### config.mk
export PLATFORM = sky130hd
export DESIGN_NAME = pdw_top
export DESIGN_NICKNAME = d
export VERILOG_FILES = /design/src/logic/pdw_pkg.sv /design/src/logic/pdw_step_if.sv /design/src/logic/pdw_quad_decode.sv /design/src/logic/pdw_top.sv
export SDC_FILE = /design/constraint.sdc
export NUM_CORES = 1
export LEC_CHECK = 0
export BUFFER_PORTS_ARGS = -buffer_cell sky130_fd_sc_hd__clkbuf_2
export CORE_MARGIN = 2
export CORE_UTILIZATION = 55
export CTS_BUF_LIST = sky130_fd_sc_hd__clkbuf_2 sky130_fd_sc_hd__clkbuf_4 sky130_fd_sc_hd__clkbuf_8
export DETAILED_ROUTE_END_ITERATION = 12
export PLACE_DENSITY = 0.83
export SLEW_MARGIN = 20
export SYNTH_ARGS = -nofsm -noshare
export SYNTH_HDL_FRONTEND = slang
export SYNTH_HIERARCHICAL = 1
export SYNTH_SLANG_ARGS = --single-unit
### constraint.sdc
create_clock -name mclk_i -period 9.5 [get_ports mclk_i]
set_clock_uncertainty 0.15 [all_clocks]
set_input_delay 2.85 -clock mclk_i [delete_from_list [all_inputs] [get_ports mclk_i]]
set_output_delay 2.85 -clock mclk_i [all_outputs]
set_load 0.03 [all_outputs]
### src/logic/pdw_pkg.sv
package pdw_pkg;
   localparam int unsigned CLK_HZ = 200000000;
   localparam int unsigned SAMPLE_HZ = 50000;
   localparam int unsigned SAMPLE_DIV = CLK_HZ / SAMPLE_HZ;
   localparam int unsigned AREA_BITS = 2;
   localparam int unsigned AREA_LSB = 10;
   localparam int unsigned UPPER_LSB = 12;
   localparam int unsigned OFFSET_BITS = 10;
   localparam logic [1:0] AREA_RAM0 = 2'h0;
   localparam logic [1:0] AREA_RAM1 = 2'h1;
   localparam logic [1:0] AREA_FADE = 2'h2;
   localparam logic [1:0] AREA_PANEL = 2'h3;
   localparam int unsigned DRIVE_LINES = 7;
   localparam logic [2:0] WHEEL_INDEX = 3'h7;
   localparam logic signed [7:0] COUNT_LIMIT = 8'sh78;
endpackage

### src/logic/pdw_step_if.sv
`timescale 1ns/100ps
`default_nettype none
interface pdw_step_if;
   logic up;
   logic down;
   modport src (output up, output down);
   modport dst (input up, input down);
endinterface
`default_nettype wire

### src/logic/pdw_quad_decode.sv
`timescale 1ns/100ps
`default_nettype none
module pdw_quad_decode (
   input wire logic mclk_i,
   input wire logic rst_b_i,
   input wire logic sample_en_i,
   input wire logic phase1_i,
   input wire logic phase2_i,
   pdw_step_if.src step
);
   typedef struct packed {
      logic [1:0] sync1;
      logic [1:0] sync2;
      logic [1:0] first;
      logic [1:0] second;
      logic [2:0] fill;
   } pdw_qd_state_t;
   localparam logic [2:0] FILL_DONE = 3'h4;
   pdw_qd_state_t s_q;
   pdw_qd_state_t s_d;
   logic [3:0] idx;
   logic primed;
   logic [1:0] moved;

   always_comb
   begin
      s_d = s_q;
      if (sample_en_i)
      begin
         s_d.sync1 = {phase2_i, phase1_i};
         s_d.sync2 = s_q.sync1;
         s_d.first = s_q.sync2;
         s_d.second = s_q.first;
         if (s_q.fill != FILL_DONE)
            s_d.fill = s_q.fill + 3'h1;
      end
   end

   always_ff @(posedge mclk_i)
   begin
      if (!rst_b_i)
         s_q <= '0;
      else
         s_q <= s_d;
   end

   // Index is {old p2, old p1, new p2, new p1}; double changes are invalid.
   assign idx = {s_q.second, s_q.first};
   // Steps wait until both stages hold real samples, so a wheel left resting
   // between detents at reset is not taken for an edge against the cleared stages.
   assign primed = (s_q.fill == FILL_DONE);
   assign moved = s_q.second ^ s_q.first;
   always_comb
   begin
      step.up = 1'b0;
      step.down = 1'b0;
      if (sample_en_i && primed)
      begin
         case (idx)
            4'h1, 4'h7, 4'hE, 4'h8: step.up = 1'b1;
            4'h2, 4'hB, 4'hD, 4'h4: step.down = 1'b1;
            default: ;
         endcase
      end
   end

   property p_no_both;
      @(posedge mclk_i) disable iff (!rst_b_i) !(step.up && step.down);
   endproperty
   a_no_both: assert property (p_no_both) else $error("up and down together");

   property p_one_edge;
      @(posedge mclk_i) disable iff (!rst_b_i)
         (sample_en_i && primed && (moved == 2'h1 || moved == 2'h2))
            |-> (step.up != step.down)
               && (step.up == (s_q.first[1] ^ s_q.first[0] ^ moved[1]));
   endproperty
   a_one_edge: assert property (p_one_edge) else $error("edge gave wrong direction");

   property p_no_edge;
      @(posedge mclk_i) disable iff (!rst_b_i)
         (moved == 2'h0 || moved == 2'h3) |-> !step.up && !step.down;
   endproperty
   a_no_edge: assert property (p_no_edge) else $error("step on invalid transition");

   property p_unprimed;
      @(posedge mclk_i) disable iff (!rst_b_i) !primed |-> !step.up && !step.down;
   endproperty
   a_unprimed: assert property (p_unprimed) else $error("step before stages filled");
endmodule
`default_nettype wire

### src/logic/pdw_top.sv
// Functional notes
// A11..A10 decode into four exclusive 1K area selects.
// Any set bit A15..A12 suppresses every area select.
// 3K panel, 2K fade, 1K and 0K RAM.
// Only address bits 9..0 go to on-board peripherals.
// Peripheral data buffer drives processor bus only on on-board reads.
// Seven drive lines across eight sense lines give seven switch bytes.
// Eighth byte location returns the wheel count.
// Encoder gives two quadrature phases indicating up or down.
// Every edge of either phase is one step.
// Movement shown as 8-bit two's complement value.
// Wheel logic samples at 50 kHz.
// Forward step edge cases per phase relationship.
// Reverse step edge cases per phase relationship.
// Two sample stages form a 4-bit transition index.
// Invalid or unchanged transitions enable neither direction.
// Counter steps by one, up by default, down when enabled.
// Down from zero wraps to all ones; bit 7 is direction.
// Counting stops at magnitude 120 in either direction.
// End of a wheel byte read clears the counter.
// Panel bytes drive data only on reads in 3K area.
// Low address bits pick one of eight drive/select lines.
// Phases are synchronised before edge comparison.
`timescale 1ns/100ps
`default_nettype none
module pdw_top #(
   parameter int unsigned SAMPLE_DIV = pdw_pkg::SAMPLE_DIV
) (
   input wire logic mclk_i,
   input wire logic rst_b_i,
   input wire logic [15:0] addr_i,
   input wire logic rd_wr_i,
   input wire logic vma_i,
   input wire logic [7:0] matrix_sense_line_i,
   input wire logic phase1_i,
   input wire logic phase2_i,
   output logic [3:0] area_sel_o,
   output logic [9:0] periph_addr_o,
   output logic [6:0] matrix_drive_select_o,
   output logic wheel_byte_select_o,
   output logic [7:0] data_o,
   output logic data_oe_o
);
   typedef struct packed {
      logic [15:0] div;
      logic sample_en;
      logic [7:0] count;
      logic wheel_rd;
      logic [7:0] data;
      logic data_oe;
   } pdw_top_state_t;
   pdw_top_state_t s_q;
   pdw_top_state_t s_d;
   pdw_step_if step_bus();

   logic on_board;
   logic panel_rd;
   logic [7:0] line_sel;
   logic at_pos_limit;
   logic at_neg_limit;
   logic count_down_enable;
   logic forward_step;
   logic reverse_step;

   function automatic logic [7:0] one_hot8(input logic [2:0] v);
      one_hot8 = 8'h01 << v;
   endfunction

   ////////////////////////////////////////////////////////////////////////////
   // Address decoding and data direction.

   assign on_board = vma_i && (addr_i[15:pdw_pkg::UPPER_LSB] == 4'h0);
   always_comb
   begin
      area_sel_o = 4'h0;
      if (on_board)
         area_sel_o = 4'(one_hot8({1'b0, addr_i[11:pdw_pkg::AREA_LSB]}));
   end
   assign periph_addr_o = addr_i[pdw_pkg::OFFSET_BITS-1:0];
   assign panel_rd = area_sel_o[pdw_pkg::AREA_PANEL] && rd_wr_i;
   assign line_sel = panel_rd ? one_hot8(addr_i[2:0]) : 8'h00;
   assign matrix_drive_select_o = line_sel[pdw_pkg::DRIVE_LINES-1:0];
   assign wheel_byte_select_o = line_sel[pdw_pkg::WHEEL_INDEX];

   ////////////////////////////////////////////////////////////////////////////
   // Wheel stepping.

   pdw_quad_decode u_dec (
      .mclk_i(mclk_i),
      .rst_b_i(rst_b_i),
      .sample_en_i(s_q.sample_en),
      .phase1_i(phase1_i),
      .phase2_i(phase2_i),
      .step(step_bus)
   );

   assign forward_step = step_bus.up;
   assign reverse_step = step_bus.down;
   assign count_down_enable = reverse_step;
   assign at_pos_limit = $signed(s_q.count) >= pdw_pkg::COUNT_LIMIT;
   assign at_neg_limit = $signed(s_q.count) <= -pdw_pkg::COUNT_LIMIT;

   always_comb
   begin
      s_d = s_q;
      s_d.sample_en = 1'b0;
      if (s_q.div == 16'(SAMPLE_DIV - 1))
      begin
         s_d.div = 16'h0000;
         s_d.sample_en = 1'b1;
      end
      else
         s_d.div = s_q.div + 16'h0001;
      s_d.wheel_rd = wheel_byte_select_o;
      // Clearing on the falling select means a step arriving in that cycle is
      // dropped; at 50 kHz sampling this loses at most one edge per read.
      if (s_q.wheel_rd && !wheel_byte_select_o)
         s_d.count = 8'h00;
      else if (count_down_enable && !at_neg_limit)
         s_d.count = s_q.count - 8'h01;
      else if (forward_step && !at_pos_limit)
         s_d.count = s_q.count + 8'h01;
      s_d.data_oe = panel_rd;
      if (wheel_byte_select_o)
         s_d.data = s_q.count;
      else if (panel_rd)
         s_d.data = matrix_sense_line_i;
   end

   always_ff @(posedge mclk_i)
   begin
      if (!rst_b_i)
         s_q <= '0;
      else
         s_q <= s_d;
   end

   assign data_o = s_q.data;
   assign data_oe_o = s_q.data_oe;

   ////////////////////////////////////////////////////////////////////////////
   // Checks.

   // The panel read window is decoded again here from the raw address, so a
   // slip in the select path cannot hide behind its own expression.
   function automatic logic is_panel_read(input logic [15:0] a, input logic rw, input logic v);
      return v && rw && (a[15:pdw_pkg::AREA_LSB] == {4'h0, pdw_pkg::AREA_PANEL});
   endfunction

   property p_upper_block;
      @(posedge mclk_i) disable iff (!rst_b_i) (addr_i[15:12] != 4'h0) |-> area_sel_o == 4'h0;
   endproperty
   a_upper_block: assert property (p_upper_block) else $error("select above 4K");

   property p_onehot;
      @(posedge mclk_i) disable iff (!rst_b_i) on_board |-> $onehot(area_sel_o);
   endproperty
   a_onehot: assert property (p_onehot) else $error("area select not one-hot");

   property p_area_code;
      @(posedge mclk_i) disable iff (!rst_b_i) on_board |-> area_sel_o[addr_i[11:10]];
   endproperty
   a_area_code: assert property (p_area_code) else $error("wrong area");

   property p_oe_read;
      @(posedge mclk_i) disable iff (!rst_b_i) data_oe_o |-> $past(panel_rd);
   endproperty
   a_oe_read: assert property (p_oe_read) else $error("drive outside panel read");

   property p_limit;
      @(posedge mclk_i) disable iff (!rst_b_i)
         $signed(s_q.count) <= 8'sd120 && $signed(s_q.count) >= -8'sd120;
   endproperty
   a_limit: assert property (p_limit) else $error("count beyond 120");

   property p_clear;
      @(posedge mclk_i) disable iff (!rst_b_i)
         $fell(wheel_byte_select_o) |=> s_q.count == 8'h00;
   endproperty
   a_clear: assert property (p_clear) else $error("count not cleared");

   property p_wrap;
      @(posedge mclk_i) disable iff (!rst_b_i)
         (s_q.count == 8'h00 && reverse_step && !s_q.wheel_rd) |=> s_q.count == 8'hFF;
   endproperty
   a_wrap: assert property (p_wrap) else $error("no wrap to all ones");

   property p_forward;
      @(posedge mclk_i) disable iff (!rst_b_i)
         (forward_step && !at_pos_limit && !s_q.wheel_rd)
            |=> s_q.count == $past(s_q.count) + 8'h01;
   endproperty
   a_forward: assert property (p_forward) else $error("forward step missed");

   property p_sample_rate;
      @(posedge mclk_i) disable iff (!rst_b_i) s_q.sample_en |=> !s_q.sample_en [*3];
   endproperty
   a_sample_rate: assert property (p_sample_rate) else $error("sample enable too fast");

   property p_wheel_data;
      @(posedge mclk_i) disable iff (!rst_b_i)
         wheel_byte_select_o |=> data_o == $past(s_q.count);
   endproperty
   a_wheel_data: assert property (p_wheel_data) else $error("wheel byte wrong");

   property p_select_scope;
      @(posedge mclk_i) disable iff (!rst_b_i)
         (matrix_drive_select_o != 7'h00 || wheel_byte_select_o)
            |-> is_panel_read(addr_i, rd_wr_i, vma_i);
   endproperty
   a_select_scope: assert property (p_select_scope) else $error("panel line outside read");

   property p_line_onehot;
      @(posedge mclk_i) disable iff (!rst_b_i)
         is_panel_read(addr_i, rd_wr_i, vma_i)
            |-> $onehot({wheel_byte_select_o, matrix_drive_select_o});
   endproperty
   a_line_onehot: assert property (p_line_onehot) else $error("drive lines not one-hot");

   property p_drive_index;
      @(posedge mclk_i) disable iff (!rst_b_i)
         (is_panel_read(addr_i, rd_wr_i, vma_i) && addr_i[2:0] != pdw_pkg::WHEEL_INDEX)
            |-> matrix_drive_select_o[addr_i[2:0]];
   endproperty
   a_drive_index: assert property (p_drive_index) else $error("wrong drive line");

   property p_wheel_index;
      @(posedge mclk_i) disable iff (!rst_b_i)
         (is_panel_read(addr_i, rd_wr_i, vma_i) && addr_i[2:0] == pdw_pkg::WHEEL_INDEX)
            |-> wheel_byte_select_o;
   endproperty
   a_wheel_index: assert property (p_wheel_index) else $error("wheel byte not selected");

   property p_switch_data;
      @(posedge mclk_i) disable iff (!rst_b_i)
         (matrix_drive_select_o != 7'h00)
            |=> data_o == $past(matrix_sense_line_i);
   endproperty
   a_switch_data: assert property (p_switch_data) else $error("switch byte wrong");

   property p_oe_follow;
      @(posedge mclk_i) disable iff (!rst_b_i)
         is_panel_read(addr_i, rd_wr_i, vma_i) |=> data_oe_o;
   endproperty
   a_oe_follow: assert property (p_oe_follow) else $error("no drive after panel read");

   property p_write_quiet;
      @(posedge mclk_i) disable iff (!rst_b_i) !rd_wr_i |=> !data_oe_o;
   endproperty
   a_write_quiet: assert property (p_write_quiet) else $error("drive after a write");

   property p_vma_gate;
      @(posedge mclk_i) disable iff (!rst_b_i)
         !vma_i |-> (area_sel_o == 4'h0) && (matrix_drive_select_o == 7'h00)
            && !wheel_byte_select_o;
   endproperty
   a_vma_gate: assert property (p_vma_gate) else $error("select without valid address");

   property p_reverse;
      @(posedge mclk_i) disable iff (!rst_b_i)
         (reverse_step && s_q.count != 8'h88 && !s_q.wheel_rd)
            |=> s_q.count == $past(s_q.count) - 8'h01;
   endproperty
   a_reverse: assert property (p_reverse) else $error("reverse step missed");

   property p_pos_hold;
      @(posedge mclk_i) disable iff (!rst_b_i)
         (forward_step && s_q.count == 8'h78 && !s_q.wheel_rd) |=> s_q.count == 8'h78;
   endproperty
   a_pos_hold: assert property (p_pos_hold) else $error("count passed upper limit");

   property p_neg_hold;
      @(posedge mclk_i) disable iff (!rst_b_i)
         (reverse_step && s_q.count == 8'h88 && !s_q.wheel_rd) |=> s_q.count == 8'h88;
   endproperty
   a_neg_hold: assert property (p_neg_hold) else $error("count passed lower limit");

   property p_count_hold;
      @(posedge mclk_i) disable iff (!rst_b_i)
         (!forward_step && !reverse_step && !s_q.wheel_rd) |=> $stable(s_q.count);
   endproperty
   a_count_hold: assert property (p_count_hold) else $error("count moved without a step");

   property p_step_sampled;
      @(posedge mclk_i) disable iff (!rst_b_i)
         (forward_step || reverse_step) |-> s_q.sample_en;
   endproperty
   a_step_sampled: assert property (p_step_sampled) else $error("step between samples");

   property p_sign_set;
      @(posedge mclk_i) disable iff (!rst_b_i) $rose(s_q.count[7]) |-> $past(reverse_step);
   endproperty
   a_sign_set: assert property (p_sign_set) else $error("direction bit set going up");

   property p_sign_clear;
      @(posedge mclk_i) disable iff (!rst_b_i)
         $fell(s_q.count[7])
            |-> $past(forward_step) || ($past(s_q.wheel_rd) && !$past(wheel_byte_select_o));
   endproperty
   a_sign_clear: assert property (p_sign_clear) else $error("direction bit lost");

   c_wheel_read: cover property (@(posedge mclk_i) $fell(wheel_byte_select_o));
   c_switch_read: cover property (@(posedge mclk_i) matrix_drive_select_o[3]);
   c_limit: cover property (@(posedge mclk_i) at_pos_limit);
   c_neg_limit: cover property (@(posedge mclk_i) at_neg_limit);
   c_reverse: cover property (@(posedge mclk_i) reverse_step);
endmodule
`default_nettype wire

==> flow_summary.ini <==
[outcome]
status = complete, no violations

[clock_network]
worstSkewPairLatency_ns = 0.30
clockBufferDepth = 2
cts_sinks = 46
cts_tree = built
cts-root-buf = clkbuf_8
postCtsSetupBuffers = 0
htreeDepth = 2
numCtsBuffers = 5
holdBufCountCts = 0
clkTransAtPathRegs_ns = 0.08
cts-resized-gates = 0

[yosys]
ys_ff_latch = 46
ys_seq_area_share_pct = 36.0
synth_edf_count = 0
syn_inst = 286
ys_warn_count = 6
ys.flop_type = dfxtp_1
yosys.cell_types.count = 47
syn_area_per_cell_um2 = 8.95
syn_area_um2 = 2560
syn_nets = 326
async_flop_share_pct = 0

[sta]
tightest_slew_ns = 0.567
whs_ns = 0.339
setup-tns-final_ns = 0
drv_slew = 0
rsz0062_at_grt = false
finalCritPeriodShare_pct = 79.3
max-slew-margin-rel_pct = 62.1
hold_viol_final = 0
max_freq_ghz = 0.133
fin_crit_ns = 7.53
finalSetupViolations = 0

[worst_setup_path]
endpoint_kind = output port
crit_family = simple AND/OR/NAND/NOR gates
cp-start-kind = input port
cp_slowest_stage_delay_ns = 0.59
slowest_stage = or4b_1
worst-setup-path-type = input port to output port
arrival_ns = 4.53
worstPathMaxFanout = 7
cp_cell_sequence = clkbuf_2, or4b_1, or2_1, nor4b_1, clkbuf_2
required_ns = 6.50
cp_num_buf_inv = 2
cpMostUsedCell = clkbuf_2

[job]
drv_cap = 0

[floorplan]
fp-row-count = 24
start_util_pct = 58.0
core_area_um2 = 4410
ios = 61
dieArea_um2 = 5220
die_x_um = 72.2
die_h_um = 72.2

[layout]
fill_cells = 377
final_area_um2 = 2800
finalNetCount = 355
diodes = 0
fin_util_pct = 63.4
area_growth_pct = 9.24
drive_above_1_share_pct = 22.2

[placed_design]
placed_area_um2 = 2680
detailed_place_hpwl_mm = 3.73
place.gp.congestion = 0.831
io_buffers = 46

[drt]
first_iter_violations = 83
vias = 1999
wire_per_inst_um = 13.1
firstDrtPassIters = 4
vias_per_cell = 5.45
ant_nets = 0
drc_errors = 0
wirelength_mm = 4.83

[power_and_ir_drop]
ir_drop_v = 0.0000653
leakagePower_uw = 0.00110
total_power_uw = 360
power_density_nw_per_um2 = 129

[grt]
gr-total-overflow = 0
grt_pass1_wl_mm = 8.07
grtUsageTotal_pct = 19.5
antenna_found_initial = 0
grt_max_degree = 18
grt_pass1_vias = 1913

[worst_hold_path]
hold_class = flop to flop
[where the power goes]
| group | leakage [uW] | internal [uW] | switching, uW | total (uW) |
|---|---|---|---|---|
| combinational | 0.000672 | 7.02 | 11.3 | 18.3 |
| sequential | 0.000371 | 194 | 1.70 | 196 |
| clock | 0.0000573 | 84.2 | 62.4 | 147 |
[placed cells by master (no fill, tap or decap), types with 2 or more instances in the layout]
cell,Yosys,layout
a211oi_1,2,2
clkbuf_2,0,46
dfxtp_1,46,46
xor2_1,10,10
nand2_1,19,19
o31a_1,2,2
a211oi_2,8,8
mux2i_1,18,18
o21ai_2,2,2
nand4_1,6,6
nor4_1,3,3
ha_1,9,9
nand3_1,14,14
nor4b_1,3,3
a21oi_1,11,11
o21a_1,2,2
nor2_1,37,37
clkbuf_8,0,6
nor2b_1,10,10
and3_1,3,3
nor3b_1,5,5
xnor2_1,9,9
inv_1,8,8
nor3_1,7,7
or3_1,2,2
o21ai_0,6,6
[cell usage after synthesis, drive strengths merged (2+ instances only)]
master | number | area (um2)
o21ai | 9 | 52.6
dfxtp | 46 | 921
or4b | 2 | 20.0
ha | 9 | 113
nand4 | 6 | 37.5
mux2i | 18 | 180
and3 | 3 | 18.8
inv | 8 | 30.0
nor4 | 3 | 18.8
o31a | 2 | 17.5
xnor2 | 9 | 78.8
a21oi | 11 | 55.1
o21a | 2 | 15.0
xor2 | 10 | 87.6
nor4b | 3 | 26.3
clkbuf | 3 | 11.3
nand3 | 15 | 80.1
nand2 | 19 | 71.3
nor3b | 6 | 50.1
nor3 | 7 | 35.0
a211oi | 10 | 115
nor2 | 38 | 159
buf | 22 | 168
nor2b | 10 | 62.6
or3 | 2 | 12.5
[cell type report]
| cell class | count | area [um2] | area share (%) |
|---|---|---|---|
| clock buffer | 6 | 82.6 | 2.95 |
| clock inverter | 1 | 30.0 | 1.07 |
| inverter | 8 | 30.0 | 1.07 |
| timing repair buffer | 47 | 238 | 8.50 |
| multi-input combinational | 207 | 1430 | 51.1 |
| sequential | 46 | 921 | 32.9 |
| tap | 52 | 65.1 | 2.33 |
[per-layer routing]
layer / global-route usage (%) / vias up / routed length (um)
met5: 0 / - / 0
met4: 9.43 / 0 / 76
met3: 4.72 / 8 / 170
met2: 34.9 / 35 / 2450
met1: 21.6 / 910 / 2130
li1: - / 1046 / -
[cell families after synthesis]
logic type               share of synthesized area [%]
AND/OR/NAND/NOR                                   25.3
flip-flops                                        36.0
multiplexers                                      7.48
adder cells (fa/ha/maj)                           5.18
buffers and inverters                             8.16
XOR/XNOR                                          6.50
AO/OA/AOI/OAI                                     11.4
[sequential cells by signal, summed over array words and instances (netlist names)]
register and flops:
data_o 8, data_oe_o 1, s_q 26, u_dec/idx 4, u_dec/s_q 7
[through the flow]
step                      setup WS [ns]  instances
after global routing               1.87        367
after CTS                          1.98        367
after global placement             2.01        360
after floorplan                    1.57        286
after detailed placement           1.99        360
final                              1.97        367
[tightest hold or removal path, delay by kind of cell, from the launching register on]
| kind | cells | cell delay (ns) |
|---|---|---|
| DFF | 1 | 0.34 |
| and+or+nand+nor | 1 | 0.06 |
| muxes | 1 | 0.05 |
[final timing paths]
kind | from | endpoint | depth (start not counted) | slack (ns)
hold / removal | u_dec/s_q[0]$_SDFFE_PN0P_ | u_dec/s_q[0]$_SDFFE_PN0P_ | 2 | 0.34
hold reg to reg | u_dec/s_q[0]$_SDFFE_PN0P_ | u_dec/s_q[0]$_SDFFE_PN0P_ | 2 | 0.34
setup / recovery | addr_i[12] | matrix_drive_select_o[2] | 5 | 1.97
setup reg to reg | s_q[16]$_SDFFE_PP0P_ | s_q[17]$_SDFFE_PP0P_ | 9 | 6.23
Power figures use the tool's default switching activity.
